### src/hdl/pgd_pkg.sv
package pgd_pkg;

	// Clock and pin timing.
	localparam int CLK_HZ = 10_000_000;

	// Register byte offsets on the bus.
	localparam logic [7:0] ADR_CTRL    = 8'h00;
	localparam logic [7:0] ADR_CHAN    = 8'h04;
	localparam logic [7:0] ADR_MSG     = 8'h08;
	localparam logic [7:0] ADR_IDENT   = 8'h0C;
	localparam logic [7:0] ADR_STATUS  = 8'h10;
	localparam logic [7:0] ADR_OPTSEL  = 8'h14;
	localparam logic [7:0] ADR_OPTWORD = 8'h18;

	// Control register fields and the channel request bit.
	localparam int CTRL_RX_PWR   = 0;
	localparam int CTRL_SYN_PWR  = 1;
	localparam int CTRL_QCF      = 2;
	localparam int CTRL_QCS      = 3;
	localparam int CTRL_SYNCED   = 4;
	localparam int CTRL_ADDR_HIT = 5;
	localparam int CTRL_MSG_ACT  = 6;
	localparam int CTRL_LED_UP   = 7;
	localparam int CHAN_REQ_BIT  = 8;

	// Option chain length and the positions of the pin options.
	localparam int            OPT_BITS     = 192;
	localparam logic [7:0]    OPT_LAST     = 8'hBF;
	localparam int OPT_CLK_IDLE    = 104;
	localparam int OPT_DAT_IDLE    = 105;
	localparam int OPT_EDGE_SEL    = 106;
	localparam int OPT_RX_LEVEL    = 107;
	localparam int OPT_SYN_LEVEL   = 108;
	localparam int OPT_QCF_LEVEL   = 109;
	localparam int OPT_QCS_LEVEL   = 110;
	localparam int OPT_RATE_HI     = 113;
	localparam int OPT_RATE_LO     = 114;
	localparam int OPT_LED_FREQ    = 118;
	localparam int OPT_VALID_LEVEL = 119;
	localparam int OPT_GAP_HI      = 120;
	localparam int OPT_GAP_LO      = 121;

	// LED tone frequencies in Hz and their half periods in clock cycles.
	localparam int LED_HZ_10K = 10_000;
	localparam int LED_HZ_40K = 40_000;
	localparam int LED_HZ_4K  = 4_000;
	localparam int LED_HZ_16K = 16_000;
	localparam logic [10:0] LED_HALF_10K = 11'(CLK_HZ / (2 * LED_HZ_10K));
	localparam logic [10:0] LED_HALF_40K = 11'(CLK_HZ / (2 * LED_HZ_40K));
	localparam logic [10:0] LED_HALF_4K  = 11'(CLK_HZ / (2 * LED_HZ_4K));
	localparam logic [10:0] LED_HALF_16K = 11'(CLK_HZ / (2 * LED_HZ_16K));

	// Message clock rates in Hz, selected by the two rate option bits.
	localparam int MSG_HZ_0 = 2_400;
	localparam int MSG_HZ_1 = 4_800;
	localparam int MSG_HZ_2 = 9_600;
	localparam int MSG_HZ_3 = 19_200;
	localparam logic [11:0] MSG_HALF_0 = 12'(CLK_HZ / (2 * MSG_HZ_0));
	localparam logic [11:0] MSG_HALF_1 = 12'(CLK_HZ / (2 * MSG_HZ_1));
	localparam logic [11:0] MSG_HALF_2 = 12'(CLK_HZ / (2 * MSG_HZ_2));
	localparam logic [11:0] MSG_HALF_3 = 12'(CLK_HZ / (2 * MSG_HZ_3));

	// Gap after each byte and the length of a byte, in message clock half periods.
	localparam logic [4:0] GAP_HALVES_0 = 5'h00;
	localparam logic [4:0] GAP_HALVES_1 = 5'h02;
	localparam logic [4:0] GAP_HALVES_2 = 5'h04;
	localparam logic [4:0] GAP_HALVES_3 = 5'h08;
	localparam logic [4:0] BYTE_TOGGLES = 5'h10;

	typedef enum logic [1:0] {
		M_IDLE  = 2'b00,
		M_SHIFT = 2'b01,
		M_GAP   = 2'b10
	} pgd_msg_e;

	typedef struct packed {
		logic        cyc;
		logic        stb;
		logic        we;
		logic [3:0]  sel;
		logic [7:0]  adr;
		logic [31:0] dat;
	} pgd_wb_req_s;

	typedef struct packed {
		logic        ack;
		logic [31:0] dat;
	} pgd_wb_rsp_s;

endpackage : pgd_pkg

### src/hdl/pgd_decoder_pins.sv
// The Wishbone register port and the address map were decided locally.
`timescale 1ns/1ps
`default_nettype none

module pgd_decoder_pins (
	input  wire logic        clk_i,
	input  wire logic        rst_i,
	input  wire logic        wb_cyc_i,
	input  wire logic        wb_stb_i,
	input  wire logic        wb_we_i,
	input  wire logic [3:0]  wb_sel_i,
	input  wire logic [7:0]  wb_adr_i,
	input  wire logic [31:0] wb_dat_i,
	output logic             wb_ack_o,
	output logic      [31:0] wb_dat_o,
	input  wire logic        chip_on_i,
	input  wire logic        decoder_reset_in_i,
	input  wire logic        option_load_clock_i,
	input  wire logic        option_serial_io_i,
	output logic             option_serial_io_o,
	output logic             option_serial_io_oe_n_o,
	input  wire logic        demod_lsb_in_i,
	input  wire logic        demod_msb_in_i,
	input  wire logic        forced_roaming_in_i,
	input  wire logic        led_clock_enable_i,
	output logic             led_clock_out_o,
	output logic             quick_charge_first_o,
	output logic             quick_charge_second_o,
	output logic             rf_ctrl_inverted_o,
	output logic             receiver_power_ctrl_o,
	output logic             synth_power_ctrl_o,
	output logic             channel_change_req_o,
	output logic             sync_indicator_o,
	output logic             own_address_hit_o,
	output logic             message_valid_o,
	output logic             message_serial_out_o,
	output logic             message_clock_o
);

	typedef struct packed {
		logic                ack;
		logic [31:0]         rdat;
		logic [7:0]          ctrl;
		logic [3:0]          chan_next;
		logic [3:0]          chan;
		logic                chg;
		logic [15:0]         ident;
		logic [2:0]          optsel;
		logic [191:0]        opts;
		logic [7:0]          idx;
		logic                loaded;
		logic [3:0]          ident_pos;
		logic                sio;
		logic                oclk_s1;
		logic                oclk_s2;
		logic                oclk_d;
		logic                sd_s1;
		logic                sd_s2;
		logic                rst_s1;
		logic                rst_s2;
		logic                on_s1;
		logic                on_s2;
		logic [1:0]          dm_s1;
		logic [1:0]          dm_s2;
		logic                fr_s1;
		logic                fr_s2;
		logic                le_s1;
		logic                le_s2;
		logic                syn_prev;
		logic [10:0]         led_cnt;
		logic                led;
		pgd_pkg::pgd_msg_e   mst;
		logic [11:0]         mcnt;
		logic [7:0]          mbyte;
		logic [2:0]          mbit;
		logic [4:0]          mtog;
		logic                msampled;
		logic                mclk;
		logic                mdat;
	} pgd_state_s;

	pgd_state_s          q;
	pgd_state_s          d;
	pgd_pkg::pgd_wb_req_s req;
	logic                oclk_rise;
	logic                wr;
	logic                opt_clk_idle;
	logic                opt_dat_idle;
	logic                opt_edge;
	logic                opt_valid_lvl;
	logic [10:0]         led_half;
	logic [11:0]         msg_half;
	logic [4:0]          gap_halves;
	logic                new_clk;

	assign req = '{cyc: wb_cyc_i, stb: wb_stb_i, we: wb_we_i, sel: wb_sel_i,
		adr: wb_adr_i, dat: wb_dat_i};
	assign opt_clk_idle  = q.opts[pgd_pkg::OPT_CLK_IDLE];
	assign opt_dat_idle  = q.opts[pgd_pkg::OPT_DAT_IDLE];
	assign opt_edge      = q.opts[pgd_pkg::OPT_EDGE_SEL];
	assign opt_valid_lvl = q.opts[pgd_pkg::OPT_VALID_LEVEL];

	always_comb
	begin
		d = q;
		wr = req.cyc & req.stb & req.we & ~q.ack;
		// Every pin from outside passes two flip-flops before use.
		d.oclk_s1 = option_load_clock_i;
		d.oclk_s2 = q.oclk_s1;
		d.oclk_d  = q.oclk_s2;
		d.sd_s1   = option_serial_io_i;
		d.sd_s2   = q.sd_s1;
		d.rst_s1  = decoder_reset_in_i;
		d.rst_s2  = q.rst_s1;
		d.on_s1   = chip_on_i;
		d.on_s2   = q.on_s1;
		d.dm_s1   = {demod_msb_in_i, demod_lsb_in_i};
		d.dm_s2   = q.dm_s1;
		d.fr_s1   = forced_roaming_in_i;
		d.fr_s2   = q.fr_s1;
		d.le_s1   = led_clock_enable_i;
		d.le_s2   = q.le_s1;
		oclk_rise = q.oclk_s2 & ~q.oclk_d & q.on_s2;

		// Option chain load, then operator identity readout on the same pin.
		if (oclk_rise && !q.loaded)
		begin
			d.opts[q.idx] = q.sd_s2;
			d.idx = q.idx + 8'h01;
			if (q.idx == pgd_pkg::OPT_LAST)
			begin
				d.loaded = 1'b1;
				d.sio = q.ident[0];
				d.ident_pos = 4'h1;
			end
		end
		else if (oclk_rise)
		begin
			d.sio = q.ident[q.ident_pos];
			d.ident_pos = q.ident_pos + 4'h1;
		end

		// Bus slave: one wait state, unmapped reads return zero.
		d.ack = req.cyc & req.stb & ~q.ack;
		d.rdat = 32'h0000_0000;
		if (wr)
		begin
			unique case (req.adr)
				pgd_pkg::ADR_CTRL:
					if (req.sel[0])
						d.ctrl = req.dat[7:0];
				pgd_pkg::ADR_CHAN:
				begin
					if (req.sel[0])
						d.chan_next = req.dat[3:0];
					// A request is dropped unless synth power is high.
					if (req.sel[1] && req.dat[pgd_pkg::CHAN_REQ_BIT] && synth_power_ctrl_o)
						d.chg = 1'b1;
				end
				pgd_pkg::ADR_IDENT:
				begin
					if (req.sel[0])
						d.ident[7:0] = req.dat[7:0];
					if (req.sel[1])
						d.ident[15:8] = req.dat[15:8];
				end
				pgd_pkg::ADR_OPTSEL:
					if (req.sel[0])
						d.optsel = req.dat[2:0];
				default:
					d.ctrl = d.ctrl;
			endcase
		end
		else if (req.cyc && req.stb && !q.ack)
		begin
			unique case (req.adr)
				pgd_pkg::ADR_CTRL:
					d.rdat = {24'h000000, q.ctrl};
				pgd_pkg::ADR_CHAN:
					d.rdat = {15'h0000, q.chg, 4'h0, q.chan, 4'h0, q.chan_next};
				pgd_pkg::ADR_MSG:
					d.rdat = {31'h0000_0000, q.mst != pgd_pkg::M_IDLE};
				pgd_pkg::ADR_IDENT:
					d.rdat = {16'h0000, q.ident};
				pgd_pkg::ADR_STATUS:
					d.rdat = {12'h000, q.on_s2, q.fr_s2, q.dm_s2, q.idx, 7'h00, q.loaded};
				pgd_pkg::ADR_OPTSEL:
					d.rdat = {29'h0000_0000, q.optsel};
				pgd_pkg::ADR_OPTWORD:
					d.rdat = (q.optsel < 3'h6) ? q.opts[{q.optsel, 5'h00} +: 32] : 32'h0000_0000;
				default:
					d.rdat = 32'h0000_0000;
			endcase
		end

		// Channel is fixed when synth power turns active.
		d.syn_prev = q.ctrl[pgd_pkg::CTRL_SYN_PWR];
		if (q.ctrl[pgd_pkg::CTRL_SYN_PWR] && !q.syn_prev)
			d.chan = q.chan_next;
		if (!synth_power_ctrl_o)
			d.chg = 1'b0;

		// LED square wave.
		if (q.opts[pgd_pkg::OPT_LED_FREQ])
			led_half = q.ctrl[pgd_pkg::CTRL_LED_UP] ? pgd_pkg::LED_HALF_40K : pgd_pkg::LED_HALF_10K;
		else
			led_half = q.ctrl[pgd_pkg::CTRL_LED_UP] ? pgd_pkg::LED_HALF_16K : pgd_pkg::LED_HALF_4K;
		if (!q.le_s2 || !q.on_s2)
		begin
			d.led = 1'b0;
			d.led_cnt = 11'h000;
		end
		else if (q.led_cnt >= led_half - 11'h001)
		begin
			d.led = ~q.led;
			d.led_cnt = 11'h000;
		end
		else
			d.led_cnt = q.led_cnt + 11'h001;

		// Message serializer.
		unique case ({q.opts[pgd_pkg::OPT_RATE_HI], q.opts[pgd_pkg::OPT_RATE_LO]})
			2'b00:   msg_half = pgd_pkg::MSG_HALF_0;
			2'b01:   msg_half = pgd_pkg::MSG_HALF_1;
			2'b10:   msg_half = pgd_pkg::MSG_HALF_2;
			2'b11:   msg_half = pgd_pkg::MSG_HALF_3;
		endcase
		unique case ({q.opts[pgd_pkg::OPT_GAP_HI], q.opts[pgd_pkg::OPT_GAP_LO]})
			2'b00:   gap_halves = pgd_pkg::GAP_HALVES_0;
			2'b01:   gap_halves = pgd_pkg::GAP_HALVES_1;
			2'b10:   gap_halves = pgd_pkg::GAP_HALVES_2;
			2'b11:   gap_halves = pgd_pkg::GAP_HALVES_3;
		endcase
		new_clk = ~q.mclk;
		unique case (q.mst)
			pgd_pkg::M_IDLE:
			begin
				d.mclk = opt_clk_idle;
				d.mdat = opt_dat_idle;
				// Bytes are only taken while message valid is active.
				if (wr && req.adr == pgd_pkg::ADR_MSG && req.sel[0]
					&& q.ctrl[pgd_pkg::CTRL_MSG_ACT] && q.on_s2)
				begin
					d.mst = pgd_pkg::M_SHIFT;
					d.mbyte = req.dat[7:0];
					d.mdat = req.dat[0];
					d.mbit = 3'h0;
					d.mtog = 5'h00;
					d.msampled = 1'b0;
					d.mcnt = 12'h000;
				end
			end
			pgd_pkg::M_SHIFT:
			begin
				if (q.mcnt >= msg_half - 12'h001)
				begin
					d.mcnt = 12'h000;
					d.mclk = new_clk;
					d.mtog = q.mtog + 5'h01;
					// Data changes only on the edge the host does not sample.
					if (new_clk == opt_edge)
						d.msampled = 1'b1;
					else if (q.msampled && q.mbit != 3'h7)
					begin
						d.mbit = q.mbit + 3'h1;
						d.mdat = q.mbyte[3'(q.mbit + 3'h1)];
						d.msampled = 1'b0;
					end
					if (q.mtog == pgd_pkg::BYTE_TOGGLES - 5'h01)
					begin
						d.mst = pgd_pkg::M_GAP;
						d.mtog = 5'h00;
					end
				end
				else if (q.on_s2)
					d.mcnt = q.mcnt + 12'h001;
			end
			pgd_pkg::M_GAP:
			begin
				if (q.mtog >= gap_halves)
				begin
					d.mst = pgd_pkg::M_IDLE;
					d.mdat = opt_dat_idle;
				end
				else if (q.mcnt >= msg_half - 12'h001)
				begin
					d.mcnt = 12'h000;
					d.mtog = q.mtog + 5'h01;
				end
				else if (q.on_s2)
					d.mcnt = q.mcnt + 12'h001;
			end
			default:
				d.mst = pgd_pkg::M_IDLE;
		endcase

		// Decoder reset pin clears the load and the serial engines.
		if (q.rst_s2)
		begin
			d.idx = 8'h00;
			d.loaded = 1'b0;
			d.ident_pos = 4'h0;
			d.chg = 1'b0;
			d.mst = pgd_pkg::M_IDLE;
			d.mclk = opt_clk_idle;
		end
	end

	always_ff @(posedge clk_i)
	begin
		if (rst_i)
			q <= '0;
		else
			q <= d;
	end

	assign wb_ack_o                = q.ack;
	assign wb_dat_o                = q.rdat;
	assign option_serial_io_o      = q.sio;
	assign option_serial_io_oe_n_o = ~q.loaded;
	assign led_clock_out_o         = q.led;
	// A pin shows the active value when its level option bit is one.
	assign quick_charge_first_o    = ~(q.ctrl[pgd_pkg::CTRL_QCF] ^ q.opts[pgd_pkg::OPT_QCF_LEVEL]);
	assign quick_charge_second_o   = ~(q.ctrl[pgd_pkg::CTRL_QCS] ^ q.opts[pgd_pkg::OPT_QCS_LEVEL]);
	assign rf_ctrl_inverted_o      = ~quick_charge_second_o;
	assign receiver_power_ctrl_o   = ~(q.ctrl[pgd_pkg::CTRL_RX_PWR] ^ q.opts[pgd_pkg::OPT_RX_LEVEL]);
	assign synth_power_ctrl_o      = ~(q.ctrl[pgd_pkg::CTRL_SYN_PWR] ^ q.opts[pgd_pkg::OPT_SYN_LEVEL]);
	assign channel_change_req_o    = q.chg;
	assign sync_indicator_o        = ~q.ctrl[pgd_pkg::CTRL_SYNCED];
	assign own_address_hit_o       = q.ctrl[pgd_pkg::CTRL_ADDR_HIT];
	assign message_valid_o         = ~(q.ctrl[pgd_pkg::CTRL_MSG_ACT] ^ opt_valid_lvl);
	assign message_serial_out_o    = q.mdat;
	assign message_clock_o         = q.mclk;
endmodule : pgd_decoder_pins

`default_nettype wire

### config.mk
export PLATFORM = sky130hd
export DESIGN_NAME = pgd_decoder_pins
export DESIGN_NICKNAME = d
export VERILOG_FILES = /design/src/hdl/pgd_pkg.sv /design/src/hdl/pgd_decoder_pins.sv
export SDC_FILE = /design/constraint.sdc
export NUM_CORES = 1
export LEC_CHECK = 0
export BUFFER_PORTS_ARGS = -buffer_cell sky130_fd_sc_hd__buf_2
export CAP_MARGIN = 0
export CORE_ASPECT_RATIO = 1.1
export CORE_MARGIN = 4
export CORE_UTILIZATION = 55
export CTS_BUF_LIST = sky130_fd_sc_hd__clkbuf_8
export CTS_CLUSTER_SIZE = 12
export DETAILED_ROUTE_END_ITERATION = 8
export PLACE_DENSITY = 0.74
export SETUP_SLACK_MARGIN = 0.5
export SYNTH_ARGS = -nofsm -noshare
export SYNTH_HDL_FRONTEND = slang
export SYNTH_SLANG_ARGS = --single-unit
### constraint.sdc
create_clock -name clk_i -period 3.9 [get_ports clk_i]
set_clock_uncertainty 0.2 [all_clocks]
set_input_delay 0.585 -clock clk_i [delete_from_list [all_inputs] [get_ports clk_i]]
set_output_delay 0.585 -clock clk_i [all_outputs]
set_load 0.05 [all_outputs]
==> flow_metrics.py <==
metrics = {
    "detailed_routing": {
        "antenna_left": 0,
        "route.detailed.vias_per_inst": 6.378,
        "wl_per_cell_um": 21.06,
        "drcViolationCount": 0,
        "route.final.wire_length_um": 46720,
        "dr_total_vias": 14147,
        "drtIter0Drc": 1869,
        "number_of_iterations_in_the_first_detailed_routing_pass": 6,
    },
    "flow_run": {
        "drv.max_cap_violation_count": 0,
    },
    "logic_synthesis": {
        "share_of_the_yosys_chip_area_belonging_to_registers": 0.4213,
        "synthDominantAreaCellType": "dfxtp_1",
        "yosys-top-cells-area": "dfxtp_1 42%, nand3_1 6.7%, a21oi_1 6.5%, o21ai_0 6.2%, mux4_2 5.3%",
        "synth_area_um2": 16060,
        "yosysWarnings": 0,
        "synth-edff-count": 0,
        "synth.top_cell.area_share": 0.4213,
        "synth-seq-cells": 338,
        "ys_types": 72,
        "synth_fp_nets": 1941,
        "postSynth.asyncResetShare": 0,
        "netlist_instances": 1841,
        "synth_top_flop_cell": "dfxtp_1",
        "postSynthAreaPerCell_um2": 8.724,
    },
    "clocking": {
        "cts_max_path_buffers": 3,
        "clock_latency_ns": 0.60,
        "clk_pin_slew_worst_paths_ns": 0.07,
        "postCtsSetupBuffers": 0,
        "cts_root_buf": "clkbuf_8",
        "cts_tree": "done",
        "cts_buffers": 53,
        "numClockSinks": 338,
        "htree_num_levels": 2,
    },
    "power": {
        "power.total_uw": 6740,
        "total_power_divided_by_cell_area_nw_per_um2": 385.3,
        "power.ir.vdd_worst_v": 0.0002539,
        "p_leak_uw": 0.006047,
    },
    "global_route": {
        "grt_max_degree": 197,
        "overall_global_routing_resource_usage": 0.2805,
        "global_route_wire_length_before_repair_um": 72790,
        "initial_antenna_violation_count": 0,
        "first_global_vias": 13480,
        "grt_overflow": 0,
    },
    "die": {
        "chipWidth_um": 170.9,
        "fp.dieArea_um2": 32000,
        "cell_rows": 65,
        "starting_utilization_of_the_core_area": 0.5594,
        "ioPinCount": 104,
        "chipHeight_um": 187.2,
        "core_um2": 28710,
    },
    "worst_setup_path": {
        "worstPathArrival_ns": 3.52,
        "start_kind": "flop",
        "worstSetupPathType": "reg2reg",
        "crit_fanout": 11,
        "critPathCaptureType": "flop",
        "worst_ep_required_time_ns": 4.23,
    },
    "timing": {
        "tns_ns": 0,
        "worstMarginPinSlew_ns": 1.210,
        "timing.max_slew.rel_slack": 0.1926,
        "drv_slew": 0,
        "hold_slack_ns": 0.02231,
        "setup_viol": 0,
        "grt_setup_unrepaired": "false",
        "timing.fmax_mhz": 313.0,
        "final.min_clock_period_ns": 3.195,
        "finalHoldViolCount": 0,
        "final_critical_path_share_of_the_clock_period": 0.8192,
    },
    "finish": {
        "final_net_count": 1919,
        "syn2layout_area_growth_pct": 8.904,
        "layout_common_cells": "336 x dfxtp_1, 215 x nand3_1, 208 x a21oi_1",
        "antenna_diode_instance_count": 0,
        "post_route_cells_drive_above_1_share": 0.1432,
        "layout.cells.most_common": "dfxtp_1",
        "final_cell_area_um2": 17490,
    },
    "hold_path": {
        "hold_path_class": "in2reg",
    },
    "place": {
        "place.gp.congestion": 0.9437,
        "dpl.hpwl_um": 29650,
        "placement.io_buffers": 85,
        "placed_area_um2": 16350,
    },
    "status": {
        "run_status": "finished, final reports clean",
    },
}
## synth_stat cells, types with 5 or more instances
cell type and instances:
dfxtp_1 338, nand3_1 215, a21oi_1 208, o21ai_0 200
clkbuf_1 137, nor2_1 132, mux2i_1 67, nand2_1 53
inv_1 49, ha_1 43, mux4_2 38, buf_4 33
nor2b_1 33, o22ai_1 25, a22oi_1 18, and3_1 17
and2_1 16, buf_2 15, nand2b_1 15, nor3_1 15
xor2_1 15, a222oi_1 13, mux2_2 13, nand4_1 12
xnor2_1 12, a22o_1 11, a31oi_1 6, o31ai_1 6
a211oi_1 5, a221oi_1 5, o2bb2ai_1 5, or2_2 5
## layer usage
| layer | vias to the layer above | routed length [um] | global-route usage |
|---|---|---|---|
| met4 | 0 | 2217 | 0.1277 |
| li1 | 6527 | - | - |
| met3 | 149 | 4035 | 0.04671 |
| met5 | - | 0 | 0 |
| met2 | 673 | 21780 | 0.4527 |
| met1 | 6798 | 18690 | 0.3689 |
## cell families after synthesis
group | count (synthesis) | synth area share
adders and majority gates | 43 | 0.03350
buffers and inverters | 240 | 0.06614
AOI/OAI and AO/OA | 522 | 0.1840
muxes | 118 | 0.1042
xor gates and xnor gates | 27 | 0.01472
DFF | 338 | 0.4213
and+or+nand+nor | 551 | 0.1757
other | 2 | 0.0004676
## layout make-up
cell class	instances	area (um^2)
Sequential cell	338	6774
Clock inverter	22	203.9
Multi-Input combinational cell	1263	8283
Inverter	49	183.9
Tap cell	368	460.4
Clock buffer	64	880.8
Timing Repair Buffer	114	704.4
Fill cell	2456	11220
## metrics by stage
step / cells / worst slack [ns] / util
floorplan: 1841 / 1.110 / -
global placement: 2126 / 0.7728 / 0.5694
detailed placement: 2126 / 0.7467 / 0.5694
CTS: 2218 / 0.7125 / 0.6092
global route: 2218 / 0.5862 / 0.6092
finish: 2218 / 0.7050 / 0.6092
## path summary, 6_finish.rpt
check / from / slack [ns] / to / cells after the start
worst min register to register: d[54] / 0.23 / q[54] / 1
worst min-delay path: forced_roaming_in_i / 0.02 / d[48] / 2
worst max register to register: q[190] / 0.70 / q[20] / 8
worst max-delay path: q[190] / 0.70 / q[20] / 8
## critical path: stages (launching register included)
cell	delay [ns]
dfxtp_1	0.44
or2_2	0.36
ha_1	0.29
a2111oi_1	0.40
nor2_1	0.10
or3_4	0.35
or3_1	0.55
nor2_8	0.24
a32o_1	0.19
## flip-flops by register name, indices dropped and copies added (netlist names)
signal / flops
q: 285
option_serial_io_o: 1
wb_ack_o: 1
message_clock_o: 1
opt_dat_idle: 1
d: 10
opt_valid_lvl: 1
wb_dat_o: 32
led_clock_out_o: 1
own_address_hit_o: 1
message_serial_out_o: 1
channel_change_req_o: 1
opt_clk_idle: 1
opt_edge: 1
## timing repair
item                      in CTS  in global routing
hold endpoints to repair       6                  0
gates resized for setup        0                  0
hold buffers                   6                  0
## power breakdown
group	total, uW	internal [uW]	switching, uW
Combinational	145	41.1	104
Sequential	3480	3460	14.6
Clock	3120	1740	1380
No activity file was read; power rests on OpenSTA's default activity.
